File: config.mk
export PLATFORM = sky130hd
export DESIGN_NAME = scss_top
export DESIGN_NICKNAME = d
export VERILOG_FILES = /design/src/scss_pkg.sv /design/src/scss_sync.sv /design/src/scss_top.sv
export SDC_FILE = /design/constraint.sdc
export NUM_CORES = 1
export LEC_CHECK = 0
export BUFFER_PORTS_ARGS = -buffer_cell sky130_fd_sc_hd__buf_2
export CAP_MARGIN = 0
export CORE_MARGIN = 5
export CORE_UTILIZATION = 45
export CTS_BUF_LIST = sky130_fd_sc_hd__clkbuf_8
export DETAILED_ROUTE_END_ITERATION = 7
export GPL_ROUTABILITY_DRIVEN = 0
export HOLD_SLACK_MARGIN = 0.03
export PLACE_DENSITY_LB_ADDON = 0.12
export REMOVE_ABC_BUFFERS = 1
export SYNTH_ARGS = -nofsm -noshare
export SYNTH_HDL_FRONTEND = slang
export SYNTH_SLANG_ARGS = --single-unit
File: constraint.sdc
create_clock -name SYS_CLK -period 2.3 [get_ports SYS_CLK]
set_clock_uncertainty 0.1 [all_clocks]
set_input_delay 0.23 -clock SYS_CLK [delete_from_list [all_inputs] [get_ports SYS_CLK]]
set_output_delay 0.23 -clock SYS_CLK [all_outputs]
set_load 0.05 [all_outputs]
File: src/scss_pkg.sv
// Constants shared by the smart card session sequencer and its testbench.
// Assumes a single 100 MHz system clock domain.
package scss_pkg;
  localparam int unsigned CLK_MHZ = 100;
  // Sequencer tick period in ns, from the divided system clock
  localparam int unsigned SEQ_TICK_NS = 400;
  localparam int unsigned SEQ_DIV = (SEQ_TICK_NS * CLK_MHZ + 999) / 1000;
  localparam logic [7:0] SEQ_DIV_LAST = 8'(SEQ_DIV - 1);
  // Last tick count of an activation or deactivation step, which lasts five ticks
  localparam logic [3:0] STEP_TICKS = 4'h4;
  localparam logic [3:0] STEP_ZERO = 4'h0;
  localparam logic [7:0] DIV_ZERO = 8'h00;
  // Interrupt event bit positions
  localparam int unsigned EV_ACT_DONE = 0;
  localparam int unsigned EV_DEACT_DONE = 1;
  localparam int unsigned EV_EMERG = 2;
  localparam int unsigned EV_REMOVED = 3;
  localparam int unsigned EV_W = 4;
  localparam logic [3:0] EV_ZERO = 4'h0;
  localparam logic [3:0] MASK_RESET = 4'h0;
  typedef enum logic [2:0] {
    SCSS_IDLE, SCSS_BOOST, SCSS_VCC, SCSS_ATR, SCSS_SESSION, SCSS_STOP_IO, SCSS_STOP_VCC, SCSS_STOP_BOOST
  } scss_state_t;
endpackage

File: src/scss_sync.sv
// Two-flop synchroniser for one asynchronous level.
// Assumes the input is a pin outside the SYS_CLK domain.
`timescale 1ns/1ns
`default_nettype none
module scss_sync (
  // Clock and reset
  input wire logic clk,
  input wire logic rst,
  // Level
  input wire logic d,
  output logic q
);
  typedef struct packed {
    logic meta;
    logic sync;
  } scss_sync_t;
  scss_sync_t r;
  scss_sync_t next_r;
  always_comb begin
    next_r = r;
    next_r.meta = d;
    next_r.sync = r.meta;
  end
  always_ff @(posedge clk) begin
    if (rst) begin
      r <= '0;
    end else begin
      r <= next_r;
    end
  end
  assign q = r.sync;
endmodule // scss_sync
`default_nettype wire

File: src/scss_top.sv
// Smart card activation and deactivation sequencer with supervision.
// Assumes pins are asynchronous; interrupt status over a plain register port.
//
// The placing of the registers and the address-and-strobe port were chosen for this implementation.
`timescale 1ns/1ns
`default_nettype none
module scss_top #(
  parameter bit CARD_PRESENT_IN_ACTIVE_HIGH = 1'b1,
  parameter bit ALARM_ACTIVE_HIGH = 1'b0,
  parameter bit BOOST_TRIPLER = 1'b0
) (
  // Clock and reset
  input wire logic SYS_CLK,
  input wire logic SYS_RST,
  // Supervisor and pins
  input wire logic SUPPLY_ALARM,
  input wire logic EXT_RESET,
  input wire logic CARD_PRESENT_IN,
  input wire logic HW_FAULT,
  input wire logic POWER_REDUCED,
  // Controller lines
  input wire logic ACTIVATION_REQUEST_LINE,
  input wire logic RESET_REQUEST_LINE,
  input wire logic CARD_CLK_SRC,
  input wire logic CARD_IO_OUT,
  output logic OFF_STATUS_LINE,
  output logic CTRL_RESET,
  // Alarm pin, open drain
  output logic ALARM_OUT,
  output logic ALARM_OE,
  // Card contacts
  output logic CARD_VCC_EN,
  output logic CARD_CLK,
  output logic CARD_RST,
  output logic CARD_IO,
  output logic LOW_IMPEDANCE_SUPPLY,
  output logic BOOST_EN,
  output logic BOOST_TRIPLE,
  // Register port
  input wire logic [3:0] REG_ADDR,
  input wire logic [7:0] REG_WDATA,
  input wire logic REG_WR,
  input wire logic REG_RD,
  output logic [7:0] REG_RDATA,
  output logic IRQ
);
  import scss_pkg::*;

  localparam logic [3:0] ADDR_STATUS = 4'h0;
  localparam logic [3:0] ADDR_MASK = 4'h1;
  localparam logic [3:0] ADDR_STATE = 4'h2;

  ////////////////////////////////////////////////////////////////////////////
  // Pin synchronisers
  logic alarm_s, ext_rst_s, card_present_in_s, fault_s, act_s, rstreq_s, clksrc_s, io_s;
  scss_sync u_alarm (.clk(SYS_CLK), .rst(SYS_RST), .d(SUPPLY_ALARM), .q(alarm_s));
  scss_sync u_extr (.clk(SYS_CLK), .rst(SYS_RST), .d(EXT_RESET), .q(ext_rst_s));
  scss_sync u_card_present_in (.clk(SYS_CLK), .rst(SYS_RST), .d(CARD_PRESENT_IN), .q(card_present_in_s));
  scss_sync u_fault (.clk(SYS_CLK), .rst(SYS_RST), .d(HW_FAULT), .q(fault_s));
  scss_sync u_act (.clk(SYS_CLK), .rst(SYS_RST), .d(ACTIVATION_REQUEST_LINE), .q(act_s));
  scss_sync u_rreq (.clk(SYS_CLK), .rst(SYS_RST), .d(RESET_REQUEST_LINE), .q(rstreq_s));
  scss_sync u_csrc (.clk(SYS_CLK), .rst(SYS_RST), .d(CARD_CLK_SRC), .q(clksrc_s));
  scss_sync u_io (.clk(SYS_CLK), .rst(SYS_RST), .d(CARD_IO_OUT), .q(io_s));

  // POWER_REDUCED is accepted but gates nothing: supervision never sleeps
  logic unused_pr;
  assign unused_pr = POWER_REDUCED;

  logic present;
  assign present = CARD_PRESENT_IN_ACTIVE_HIGH ? card_present_in_s : ~card_present_in_s;

  ////////////////////////////////////////////////////////////////////////////
  // State
  typedef struct packed {
    scss_state_t st;
    logic [7:0] div;
    logic tick;
    logic [3:0] steps;
    logic emerg;
    logic act_q;
    logic card_present_in_q;
    logic [3:0] status;
    logic [3:0] mask;
    logic [7:0] rdata;
    logic off;
    logic ctrl_rst;
    logic alarm_out;
    logic alarm_oe;
    logic vcc;
    logic cclk;
    logic crst;
    logic cio;
    logic low_impedance_supply;
    logic boost;
    logic triple;
    logic irq;
  } scss_reg_t;

  scss_reg_t r;
  scss_reg_t next_r;

  logic fault_cond;
  logic step_done;
  logic in_session;
  logic [3:0] ev;

  always_comb begin
    next_r = r;
    ev = EV_ZERO;
    // Divided sequencer tick, one-cycle enable
    next_r.tick = 1'b0;
    if (r.div == SEQ_DIV_LAST) begin
      next_r.div = DIV_ZERO;
      next_r.tick = 1'b1;
    end else begin
      next_r.div = r.div + 8'h01;
    end
    step_done = r.tick && (r.steps == STEP_TICKS);
    if (r.tick) begin
      next_r.steps = (r.steps == STEP_TICKS) ? STEP_ZERO : r.steps + 4'h1;
    end
    next_r.act_q = act_s;
    next_r.card_present_in_q = present;
    in_session = (r.st == SCSS_BOOST) || (r.st == SCSS_VCC) || (r.st == SCSS_ATR) || (r.st == SCSS_SESSION);
    // Removal, supply drop, or fault; checked regardless of power mode
    fault_cond = ~present || alarm_s || fault_s;

    case (r.st)
      SCSS_IDLE: begin
        next_r.steps = STEP_ZERO;
        // Rising edge of request only, so a held line does not restart
        if (act_s && !r.act_q && present && !alarm_s) begin
          next_r.st = SCSS_BOOST;
          next_r.emerg = 1'b0;
        end
      end
      SCSS_BOOST: begin
        if (step_done) begin
          next_r.st = SCSS_VCC;
        end
      end
      SCSS_VCC: begin
        if (step_done) begin
          next_r.st = SCSS_ATR;
        end
      end
      SCSS_ATR: begin
        if (step_done) begin
          next_r.st = SCSS_SESSION;
          ev[EV_ACT_DONE] = 1'b1;
        end
      end
      SCSS_SESSION: begin
        if (!act_s) begin
          next_r.st = SCSS_STOP_IO;
          next_r.steps = STEP_ZERO;
        end
      end
      SCSS_STOP_IO: begin
        if (step_done) begin
          next_r.st = SCSS_STOP_VCC;
        end
      end
      SCSS_STOP_VCC: begin
        if (step_done) begin
          next_r.st = SCSS_STOP_BOOST;
        end
      end
      SCSS_STOP_BOOST: begin
        if (step_done) begin
          next_r.st = SCSS_IDLE;
          ev[EV_DEACT_DONE] = 1'b1;
        end
      end
      default: begin
        next_r.st = SCSS_IDLE;
      end
    endcase
    if (in_session && fault_cond) begin
      next_r.st = SCSS_STOP_IO;
      next_r.steps = STEP_ZERO;
      next_r.emerg = 1'b1;
      ev[EV_EMERG] = 1'b1;
    end
    if (r.card_present_in_q && !present) begin
      ev[EV_REMOVED] = 1'b1;
    end

    // Contact drive per state; alarm blanks everything
    next_r.boost = (r.st != SCSS_IDLE) && (next_r.st != SCSS_IDLE);
    next_r.vcc = (next_r.st == SCSS_VCC) || (next_r.st == SCSS_ATR) || (next_r.st == SCSS_SESSION)
      || (next_r.st == SCSS_STOP_IO);
    // Deactivation only switches things off: after an alarm or an early fault
    // the card must not be powered again on the way down
    if (next_r.st == SCSS_STOP_IO || next_r.st == SCSS_STOP_VCC || next_r.st == SCSS_STOP_BOOST) begin
      next_r.vcc = next_r.vcc && r.vcc;
      next_r.boost = next_r.boost && r.boost;
    end
    // Clamp released as supply rises, held off until the booster has stopped
    next_r.low_impedance_supply = ~(next_r.vcc || (!r.low_impedance_supply && next_r.boost));
    if (next_r.st == SCSS_ATR || next_r.st == SCSS_SESSION) begin
      next_r.cclk = rstreq_s ? 1'b0 : clksrc_s;
      next_r.crst = ~rstreq_s;
      next_r.cio = (next_r.st == SCSS_SESSION) ? io_s : 1'b1;
    end else begin
      next_r.cclk = 1'b0;
      next_r.crst = 1'b0;
      next_r.cio = 1'b0;
    end
    if (alarm_s) begin
      next_r.vcc = 1'b0;
      next_r.cclk = 1'b0;
      next_r.crst = 1'b0;
      next_r.cio = 1'b0;
      next_r.boost = 1'b0;
      next_r.low_impedance_supply = 1'b1;
    end
    next_r.triple = BOOST_TRIPLER;
    // Off line: card present and no emergency pending
    next_r.off = present && !(next_r.emerg);
    next_r.ctrl_rst = alarm_s || ext_rst_s;
    // Open drain: only low is driven, on alarm when active low, while clear when active high
    next_r.alarm_oe = ALARM_ACTIVE_HIGH ? 1'b0 : alarm_s;
    next_r.alarm_out = ALARM_ACTIVE_HIGH ? 1'b1 : 1'b0;
    if (ALARM_ACTIVE_HIGH) begin
      next_r.alarm_oe = ~alarm_s;
      next_r.alarm_out = 1'b0;
    end

    // Register port; set beats write-one-to-clear
    next_r.rdata = 8'h00;
    if (REG_RD) begin
      case (REG_ADDR)
        ADDR_STATUS: next_r.rdata = {4'h0, r.status};
        ADDR_MASK: next_r.rdata = {4'h0, r.mask};
        ADDR_STATE: next_r.rdata = {2'b00, r.emerg, present, 1'b0, r.st};
        default: next_r.rdata = 8'h00;
      endcase
    end
    if (REG_WR && REG_ADDR == ADDR_STATUS) begin
      next_r.status = r.status & ~REG_WDATA[3:0];
    end
    if (REG_WR && REG_ADDR == ADDR_MASK) begin
      next_r.mask = REG_WDATA[3:0];
    end
    next_r.status = next_r.status | ev;
    next_r.irq = |(next_r.status & next_r.mask);
  end

  always_ff @(posedge SYS_CLK) begin
    if (SYS_RST) begin
      r <= '0;
      r.low_impedance_supply <= 1'b1;
      r.mask <= MASK_RESET;
      r.st <= SCSS_IDLE;
    end else begin
      r <= next_r;
    end
  end

  assign OFF_STATUS_LINE = r.off;
  assign CTRL_RESET = r.ctrl_rst;
  assign ALARM_OUT = r.alarm_out;
  assign ALARM_OE = r.alarm_oe;
  assign CARD_VCC_EN = r.vcc;
  assign CARD_CLK = r.cclk;
  assign CARD_RST = r.crst;
  assign CARD_IO = r.cio;
  assign LOW_IMPEDANCE_SUPPLY = r.low_impedance_supply;
  assign BOOST_EN = r.boost;
  assign BOOST_TRIPLE = r.triple;
  assign REG_RDATA = r.rdata;
  assign IRQ = r.irq;

  ////////////////////////////////////////////////////////////////////////////
  // Assertions
  a_alarm_blanks_vcc: assert property (@(posedge SYS_CLK) disable iff (SYS_RST)
    alarm_s |=> !CARD_VCC_EN && !CARD_CLK && !CARD_RST) else $error("contacts active under alarm");
  a_req_ignored_absent: assert property (@(posedge SYS_CLK) disable iff (SYS_RST)
    (r.st == SCSS_IDLE && !present) |=> r.st == SCSS_IDLE) else $error("activation without card");
  a_boost_before_vcc: assert property (@(posedge SYS_CLK) disable iff (SYS_RST)
    $rose(CARD_VCC_EN) |-> $past(BOOST_EN)) else $error("vcc before booster");
  a_clamp_vs_vcc: assert property (@(posedge SYS_CLK) disable iff (SYS_RST)
    CARD_VCC_EN |-> !LOW_IMPEDANCE_SUPPLY) else $error("clamp on while vcc up");
  a_clamp_after_boost: assert property (@(posedge SYS_CLK) disable iff (SYS_RST)
    !BOOST_EN && !CARD_VCC_EN |-> LOW_IMPEDANCE_SUPPLY) else $error("clamp off while idle");
  a_emerg_deact: assert property (@(posedge SYS_CLK) disable iff (SYS_RST)
    (r.st == SCSS_SESSION && fault_cond) |=> r.st == SCSS_STOP_IO) else $error("no emergency stop");
  a_off_falls: assert property (@(posedge SYS_CLK) disable iff (SYS_RST)
    (in_session && fault_cond) |=> !OFF_STATUS_LINE) else $error("off line did not fall");
  a_ctrl_reset: assert property (@(posedge SYS_CLK) disable iff (SYS_RST)
    (alarm_s || ext_rst_s) |=> CTRL_RESET) else $error("controller reset missing");
  a_atr_follow: assert property (@(posedge SYS_CLK) disable iff (SYS_RST)
    (next_r.st == SCSS_ATR && !alarm_s && rstreq_s) |=> !CARD_CLK && !CARD_RST) else $error("atr not following");
  // Contact, state and status properties that must hold whatever order the events arrive in
  a_idle_contacts_off: assert property (@(posedge SYS_CLK) disable iff (SYS_RST)
    r.st == SCSS_IDLE |-> !CARD_VCC_EN && !BOOST_EN && !CARD_CLK && !CARD_RST) else $error("idle contacts live");
  a_off_absent: assert property (@(posedge SYS_CLK) disable iff (SYS_RST)
    !present |=> !OFF_STATUS_LINE) else $error("off line high without card");
  a_alarm_pin: assert property (@(posedge SYS_CLK) disable iff (SYS_RST)
    alarm_s |=> (ALARM_OE != ALARM_ACTIVE_HIGH) && !ALARM_OUT) else $error("alarm pin not asserted");
  a_alarm_deact: assert property (@(posedge SYS_CLK) disable iff (SYS_RST)
    (in_session && alarm_s) |=> r.st == SCSS_STOP_IO) else $error("no deactivation on supply drop");
  a_stop_stays_off: assert property (@(posedge SYS_CLK) disable iff (SYS_RST)
    (r.st == SCSS_STOP_IO && !CARD_VCC_EN) |=> !CARD_VCC_EN) else $error("card repowered in deactivation");
  a_clamp_fall_vcc: assert property (@(posedge SYS_CLK) disable iff (SYS_RST)
    $fell(LOW_IMPEDANCE_SUPPLY) |-> CARD_VCC_EN) else $error("clamp released before vcc");
  a_clamp_on_stop: assert property (@(posedge SYS_CLK) disable iff (SYS_RST)
    $fell(BOOST_EN) |-> LOW_IMPEDANCE_SUPPLY && !CARD_VCC_EN) else $error("clamp off after booster stop");
  a_alarm_no_start: assert property (@(posedge SYS_CLK) disable iff (SYS_RST)
    (r.st == SCSS_IDLE && alarm_s) |=> r.st == SCSS_IDLE) else $error("activation under alarm");
  a_absent_no_boost: assert property (@(posedge SYS_CLK) disable iff (SYS_RST)
    (r.st == SCSS_IDLE && !present) |=> !BOOST_EN) else $error("booster started without card");
  a_removed_event: assert property (@(posedge SYS_CLK) disable iff (SYS_RST)
    (r.card_present_in_q && !present) |=> r.status[EV_REMOVED]) else $error("removal not recorded");
  a_emerg_flag: assert property (@(posedge SYS_CLK) disable iff (SYS_RST)
    (in_session && fault_cond) |=> r.emerg) else $error("emergency not flagged");
  a_stop_vcc_off: assert property (@(posedge SYS_CLK) disable iff (SYS_RST)
    r.st == SCSS_STOP_VCC |-> !CARD_VCC_EN && !CARD_CLK && !CARD_RST) else $error("supply up after io stop");
endmodule // scss_top
`default_nettype wire

==> impl_metrics.yaml, run 1 <==
run_status:
  status: "complete, no violations"
synth:
  netlist_top_cells_area: "dfxtp_1, nor2b_1, nor2_1, buf_4, a21oi_1"
  synth_top_area_cell: "dfxtp_1"
  synth-async-reset-ratio: 0
  yosysSeqAreaShare: 0.477
  ys_warn_count: 0
  synth_common_cells: "dfxtp_1, nor2_1, nor2b_1, a21oi_1, inv_1"
  yosys.cell_count.top_type: "dfxtp_1"
  syn_avg_cell_area_um2: 9.86
  syn_inst: 251
  syn_area_mm2: 0.00247
  synth_cell_type_count: 60
  synth_edf_count: 0
  synth_seq_cells: 59
  yosysTopAreaCellShare: 0.477
  ys.flop_type: "dfxtp_1"
clocking:
  cts.htree.levels: 3
  cts_max_path_buffers: 2
  cts_tree: "built"
  path_clk_slew_ns: 0.06
  cts_buffers: 9
  clkLatencyLatePin_ns: 0.34
  root_buffer: "clkbuf_8"
  cts.sinks: 59
floorplanning:
  io_pins: 45
  dieWidth_um: 84.1
  start_util: 0.455
  rows: 27
  dieHeight_um: 84.1
  die-area_mm2: 0.00708
  core_area_mm2: 0.00544
global_routing:
  grt_pass1_vias: 1668
  grt_use_total: 0.135
  antenna_found_initial: 0
  grt_max_degree: 26
  grt_first_pass_wirelength_mm: 7.50
  grt_overflow: 0
placed_design:
  dp_hpwl_mm: 3.13
  placed_cell_area_mm2: 0.00262
  portBuffers: 35
power:
  power_mw: 2.21
  power.leakage_nw: 1.17
  power_density_mw_per_mm2: 767
  vdd_ir_drop_max_mv: 0.332
drt:
  ant_nets: 0
  wire_per_inst_um: 12.1
  via_per_inst: 4.76
  drt_iter0_markers: 106
  firstDrtPassIters: 4
  num_vias: 1731
  drt-total-wl_mm: 4.42
  drc: 0
setup_path:
  r2r_cells: 7
  critical_path_class: "register to register"
  cp_max_fo: 4
  worstPathArrival_ns: 2.20
  end_kind: "register"
  start_kind: "register"
  critical_path_required_ns: 2.42
timing:
  grt_setup_unrepaired: "no"
  timing.final.crit_share: 0.905
  setup_viol_count_final: 0
  slew_violations: 0
  hold_viol_final: 0
  setup_tns_ns: 0
  fmax_mhz: 481
  period_minus_slack_ns: 2.08
  whs_ns: 0.118
cells_and_area:
  finalNetCount: 316
  layout-drive-gt1-share: 0.240
  regMostFlops: "r"
  largest_register_ffs: 27
  fin_area_mm2: 0.00288
  area_delta_synth_final_pct: 16.4
  diodes: 0
run:
  max_cap_violations: 0
worst_hold_path:
  hold_path_depth: 2
  hold_class: "input port to register"
[per-layer routing]
metal | part of all wire | track usage | up-vias | wire length, µm
met5 | 0 | 0 | - | 0
met4 | 0.022 | 0.0658 | 0 | 95
met3 | 0.063 | 0.0608 | 8 | 276
met2 | 0.44 | 0.204 | 35 | 1950
met1 | 0.47 | 0.162 | 775 | 2100
li1 | - | - | 913 | -
[placed cells by master, fill, tap and decap left out, drive strengths merged, types with 6 or more instances in the layout]
master and n:
a21oi 12, buf 37, clkbuf 12, dfxtp 59, dlygate4sd3 8, inv 12, nand2 7, nand3 6
nor2 27, nor2b 25, o21ai 8
[report_power, final]
part / internal (mW) / total, mW / switching (mW)
Sequential: 1.06 / 1.10 / 0.0338
Combinational: 0.109 / 0.270 / 0.161
Clock: 0.465 / 0.840 / 0.375
Total: 1.64 / 2.21 / 0.570
[path summary, 6_finish.rpt]
path | from | end | slack (ns)
worst min register to register | u_csrc.next_r[0]$_SDFF_PP0_ | u_csrc.q$_SDFF_PP0_ | 0.34
worst max register to register | r[31]$_SDFF_PP0_ | LOW_IMPEDANCE_SUPPLY$_SDFF_PP1_ | 0.22
worst min-delay path | REG_ADDR[1] | REG_RDATA[3]$_SDFF_PP0_ | 0.12
worst max-delay path | r[31]$_SDFF_PP0_ | LOW_IMPEDANCE_SUPPLY$_SDFF_PP1_ | 0.22
[through the flow]
step | setup WS, ns | instances | util
finish | 0.219 | 364 | 0.529
global route | 0.0210 | 364 | 0.529
CTS | 0.186 | 364 | 0.529
detailed placement | 0.203 | 341 | 0.482
global placement | 0.219 | 341 | 0.482
floorplan | 0.359 | 232 | -
[critical path: stages, from the launching register on]
cell and delay, ns:
dfxtp_1 0.39, inv_1 0.06, ha_1 0.22, and4b_4 0.23
a211oi_1 0.36, o211ai_2 0.17, a221oi_1 0.35, a31oi_1 0.07
[kinds of logic after synthesis]
| family | synth area share |
|---|---|
| AO/OA/AOI/OAI | 0.125 |
| AND/OR/NAND/NOR | 0.244 |
| buffers and inverters | 0.0754 |
| other | 0.00152 |
| XOR/XNOR | 0.0319 |
| flip-flops | 0.477 |
| multiplexers | 0.0293 |
| adder cells (fa/ha/maj) | 0.0152 |
[cell type report]
cell class / count / area (µm²)
clock buffers: 12 / 165
clock inverters: 3 / 13.8
fillers: 512 / 2560
inverters: 11 / 41.3
multi-input cells: 162 / 1120
flip-flops and latches: 59 / 1180
well taps: 72 / 90.1
repair buffers: 45 / 270
[timing repair]
action | 4_1_cts | 5_1_grt
buffers inserted | 0 | 0
hold endpoints to repair | 8 | 0
resized for setup | 0 | 0
hold buffers | 8 | 0
No activity file was read; power rests on OpenSTA's default activity.
==> run 2, diff against run 1 <==
--- a/config.mk
+++ b/config.mk
@@ -9,7 +9,7 @@
 export CAP_MARGIN = 0
 export CORE_MARGIN = 5
 export CORE_UTILIZATION = 45
-export CTS_BUF_LIST = sky130_fd_sc_hd__clkbuf_8
+export CTS_BUF_LIST = sky130_fd_sc_hd__clkbuf_4 sky130_fd_sc_hd__clkbuf_8
 export DETAILED_ROUTE_END_ITERATION = 7
 export GPL_ROUTABILITY_DRIVEN = 0
 export HOLD_SLACK_MARGIN = 0.03
==> impl_metrics.yaml, run 2 (same netlist as run 1, synthesis figures left out) <==
global_routing:
  antenna_found_initial: 0
  grt_pass1_vias: 1668
  grt_first_pass_wirelength_mm: 7.50
  grt_max_degree: 26
  grt_use_total: 0.135
  grt_overflow: 0
setup_path:
  crit_path_cell_trace: "inv_1 > ha_1 > and4b_4 > a211oi_1 > o211ai_2 > a221oi_1 > a31oi_1"
  end_kind: "register"
  cp_max_fo: 4
  worstPathArrival_ns: 2.20
  startpoint: "r[31]$_SDFF_PP0_"
  cp.buffers_inverters: 1
  crit_family: "compound AO/OA/AOI/OAI gates"
  start_kind: "register"
  critical_path_required_ns: 2.42
  critical_path_class: "register to register"
  reg2reg_from: "r[31]$_SDFF_PP0_"
  cp_slowest_cell: "dfxtp_1"
  max_stage_delay_ns: 0.39
clocking:
  path_clk_slew_ns: 0.06
  root_buffer: "clkbuf_8"
  cts.sinks: 59
  clkLatencyLatePin_ns: 0.34
  cts_buffers: 9
  cts_max_path_buffers: 2
  cts.htree.levels: 3
  cts_resized: 0
  cts_tree: "built"
timing:
  slew_violations: 0
  timing.final.crit_share: 0.905
  period_minus_slack_ns: 2.08
  fmax_mhz: 481
  setup_tns_ns: 0
  hold_viol_final: 0
  whs_ns: 0.118
  setup_viol_count_final: 0
  grt_setup_unrepaired: "no"
drt:
  num_vias: 1731
  drc: 0
  via_per_inst: 4.76
  drt_iter0_markers: 103
  wire_per_inst_um: 12.1
  drt-total-wl_mm: 4.42
  ant_nets: 0
  firstDrtPassIters: 4
cells_and_area:
  final_common_cell: "dfxtp_1"
  fin_area_mm2: 0.00288
  final_cell_mix: "dfxtp_1, buf_2, nor2_1, nor2b_1"
  largest_register_ffs: 27
  area_delta_synth_final_pct: 16.5
  layout-drive-gt1-share: 0.243
  finalNetCount: 316
  regMostFlops: "r"
  fillers: 512
  postLayoutCoreUtil: 0.530
  diodes: 0
power:
  vdd_ir_drop_max_mv: 0.332
  power_density_mw_per_mm2: 772
  power.leakage_nw: 1.17
floorplanning:
  die-area_mm2: 0.00708
  dieHeight_um: 84.1
  core_area_mm2: 0.00544
  start_util: 0.455
  rows: 27
  dieWidth_um: 84.1
  io_pins: 45
placed_design:
  portBuffers: 35
  dp_hpwl_mm: 3.13
  placed_cell_area_mm2: 0.00262
worst_hold_path:
  hold_path.startpoint: "REG_ADDR[1]"
  hold_class: "input port to register"
run:
  max_cap_violations: 0
run_status:
  status: "complete, no violations"
run 2: changes by cell type in the layout (fill, tap and decap cells not counted):
| cell | previous run | this run |
|---|---|---|
| clkbuf_4 | 0 | 1 |
| inv_1 | 12 | 11 |
run 2: worst reg2reg max path: stages, from the launching register on:
cell	delay, ns
dfxtp_1	0.39
inv_1	0.07
ha_1	0.22
and4b_4	0.23
a211oi_1	0.36
o211ai_2	0.17
a221oi_1	0.35
a31oi_1	0.07
run 2: cell type report:
cell class                 instances  area, µm²  area share
multi-input combinational        162       1120       0.388
clock inverter                     2       10.0     0.00347
clock buffer                      13        173      0.0599
tap                               72       90.1      0.0313
sequential                        59       1180       0.410
timing repair buffer              45        270      0.0938
inverter                          11       41.3      0.0143
run 2: per-stage QoR:
step	power, mW	worst slack (ns)	instances
after floorplan	1.31	0.359	232
after global placement	1.38	0.219	341
after detailed placement	1.38	0.203	341
after CTS	2.25	0.186	364
after global routing	2.32	0.0210	364
final	2.22	0.219	364
run 2: final timing paths:
kind	endpoint	slack, ns	depth (start not counted)
worst max register to register	LOW_IMPEDANCE_SUPPLY$_SDFF_PP1_	0.22	7
worst min register to register	u_csrc.q$_SDFF_PP0_	0.34	1
worst max-delay path	LOW_IMPEDANCE_SUPPLY$_SDFF_PP1_	0.22	7
worst min-delay path	REG_RDATA[3]$_SDFF_PP0_	0.12	2
run 2: layer usage:
| metal | track usage | part of all wire | vias to the layer above | wire (µm) |
|---|---|---|---|---|
| li1 | - | - | 913 | - |
| met3 | 0.0608 | 0.063 | 8 | 276 |
| met1 | 0.162 | 0.47 | 775 | 2100 |
| met2 | 0.204 | 0.44 | 35 | 1950 |
| met5 | 0 | 0 | - | 0 |
| met4 | 0.0658 | 0.022 | 0 | 95 |
run 2: repair_timing:
action | 4_1_cts | 5_1_grt
buffers inserted | 0 | 0
hold endpoints to repair | 8 | 0
hold buffers | 8 | 0
run 2: where the power goes:
group / switching (mW) / leakage (nW) / internal, mW
Sequential: 0.0338 / 0.482 / 1.06
Combinational: 0.161 / 0.591 / 0.109
Clock: 0.375 / 0.0987 / 0.481
Total: 0.570 / 1.17 / 1.65
==> run 3, diff against run 2 <==
--- a/config.mk
+++ b/config.mk
@@ -8,7 +8,7 @@
 export BUFFER_PORTS_ARGS = -buffer_cell sky130_fd_sc_hd__buf_2
 export CAP_MARGIN = 0
 export CORE_MARGIN = 5
-export CORE_UTILIZATION = 45
+export CORE_UTILIZATION = 38
 export CTS_BUF_LIST = sky130_fd_sc_hd__clkbuf_4 sky130_fd_sc_hd__clkbuf_8
 export DETAILED_ROUTE_END_ITERATION = 7
 export GPL_ROUTABILITY_DRIVEN = 0
==> impl_metrics.yaml, run 3 (same netlist as run 1, synthesis figures left out) <==
setup_path:
  critical_path_required_ns: 2.41
  reg2reg_to: "LOW_IMPEDANCE_SUPPLY$_SDFF_PP1_"
  worstPathArrival_ns: 2.20
  critical_path_class: "register to register"
  end_kind: "register"
  startpoint: "r[31]$_SDFF_PP0_"
  reg2reg_from: "r[31]$_SDFF_PP0_"
  r2r_cells: 7
  regToRegSetupSlack_ns: 0.21
  start_kind: "register"
  cp_max_fo: 4
drt:
  num_vias: 1754
  firstDrtPassIters: 4
  drt-total-wl_mm: 4.72
  wire_per_inst_um: 12.7
  ant_nets: 0
  drt_iter0_markers: 53
  via_per_inst: 4.72
  drc: 0
clocking:
  cts.htree.levels: 3
  root_buffer: "clkbuf_8"
  cts_max_path_buffers: 2
  cts_setup_buffers: 0
  cts_tree: "built"
  cts.sinks: 59
  cts_buffers: 9
  clkLatencyLatePin_ns: 0.33
  path_clk_slew_ns: 0.07
placed_design:
  pre_cts_ws_ns: 0.201
  dp.cells: 348
  placed_cell_area_mm2: 0.00264
  dp_hpwl_mm: 3.28
  portBuffers: 35
power:
  vdd_ir_drop_max_mv: 0.377
  power_mw: 2.30
  power.leakage_nw: 1.19
  power_density_mw_per_mm2: 788
cells_and_area:
  area_delta_synth_final_pct: 17.8
  stdcell_count: 372
  finalNetCount: 318
  regMostFlops: "r"
  layout-drive-gt1-share: 0.251
  final_common_cell: "dfxtp_1"
  diodes: 0
  final_cell_mix: "dfxtp_1, buf_2, nor2_1, nor2b_1, a21oi_1"
  largest_register_ffs: 27
  postLayoutCoreUtil: 0.459
  fin_area_mm2: 0.00291
timing:
  fmax_mhz: 478
  slew_violations: 0
  timing.final.crit_share: 0.909
  setup_tns_ns: 0
  setup_viol_count_final: 0
  period_minus_slack_ns: 2.09
  whs_ns: 0.0584
  grt_setup_unrepaired: "no"
  setup_slack_ns: 0.210
  hold_viol_final: 0
worst_hold_path:
  hold_class: "input port to register"
  hold_path_depth: 2
  whs_endpoint: "u_csrc.next_r[0]$_SDFF_PP0_"
  hold_path.startpoint: "SYS_RST"
floorplanning:
  start_util: 0.390
  die-area_mm2: 0.00822
  io_pins: 45
  core_area_mm2: 0.00635
  dieWidth_um: 90.7
  dieHeight_um: 90.7
  rows: 29
global_routing:
  grt_max_degree: 21
  grt_pass1_vias: 1718
  grt_overflow: 0
  grt_first_pass_wirelength_mm: 8.20
  antenna_found_initial: 0
  grt_use_total: 0.125
run:
  max_cap_violations: 0
run_status:
  status: "complete, no violations"
-- run 3: timing repair --
action / 4_1_cts / 5_1_grt
hold buffers: 8 / 0
gates resized for setup: 0 / 0
endpoints found under the hold margin: 8 / 0
setup endpoints to repair: 0 / 0
-- run 3: worst max-delay path: stages (launching register included) --
cell      delay [ns]
dfxtp_1         0.38
inv_1           0.06
ha_1            0.22
and4b_4         0.23
a211oi_1        0.37
o211ai_2        0.18
a221oi_1        0.35
a31oi_1         0.08
-- run 3: power breakdown --
part / internal [mW] / switching (mW) / leakage, nW
logic: 0.114 / 0.169 / 0.601
clock network: 0.520 / 0.398 / 0.104
registers: 1.06 / 0.0302 / 0.482
total: 1.70 / 0.598 / 1.19
-- run 3: worst max path at each step --
stage	slack, ns	to	cells after the start
2_1_floorplan	0.36	CARD_CLK$_SDFF_PP0_	7
3_3_place_gp	0.21	LOW_IMPEDANCE_SUPPLY$_SDFF_PP1_	7
3_5_place_dp	0.20	LOW_IMPEDANCE_SUPPLY$_SDFF_PP1_	7
4_1_cts	0.19	LOW_IMPEDANCE_SUPPLY$_SDFF_PP1_	7
5_1_grt	0.09	LOW_IMPEDANCE_SUPPLY$_SDFF_PP1_	7
6_report	0.21	LOW_IMPEDANCE_SUPPLY$_SDFF_PP1_	7
-- run 3: layout make-up --
cell class                 instances  area, µm²
sequential                        59       1180
clock inverter                     5       53.8
multi-input combinational        162       1120
fill                             587       3440
clock buffer                      11        139
timing repair buffer              47        285
inverter                          11       41.3
tap                               77       96.3
-- run 3: metal layers --
metal,track usage,share of wire,vias up
met4,0.0782,0.028,0
met2,0.176,0.41,45
li1,-,-,920
met3,0.0475,0.067,12
met1,0.157,0.49,777
met5,0,0,-
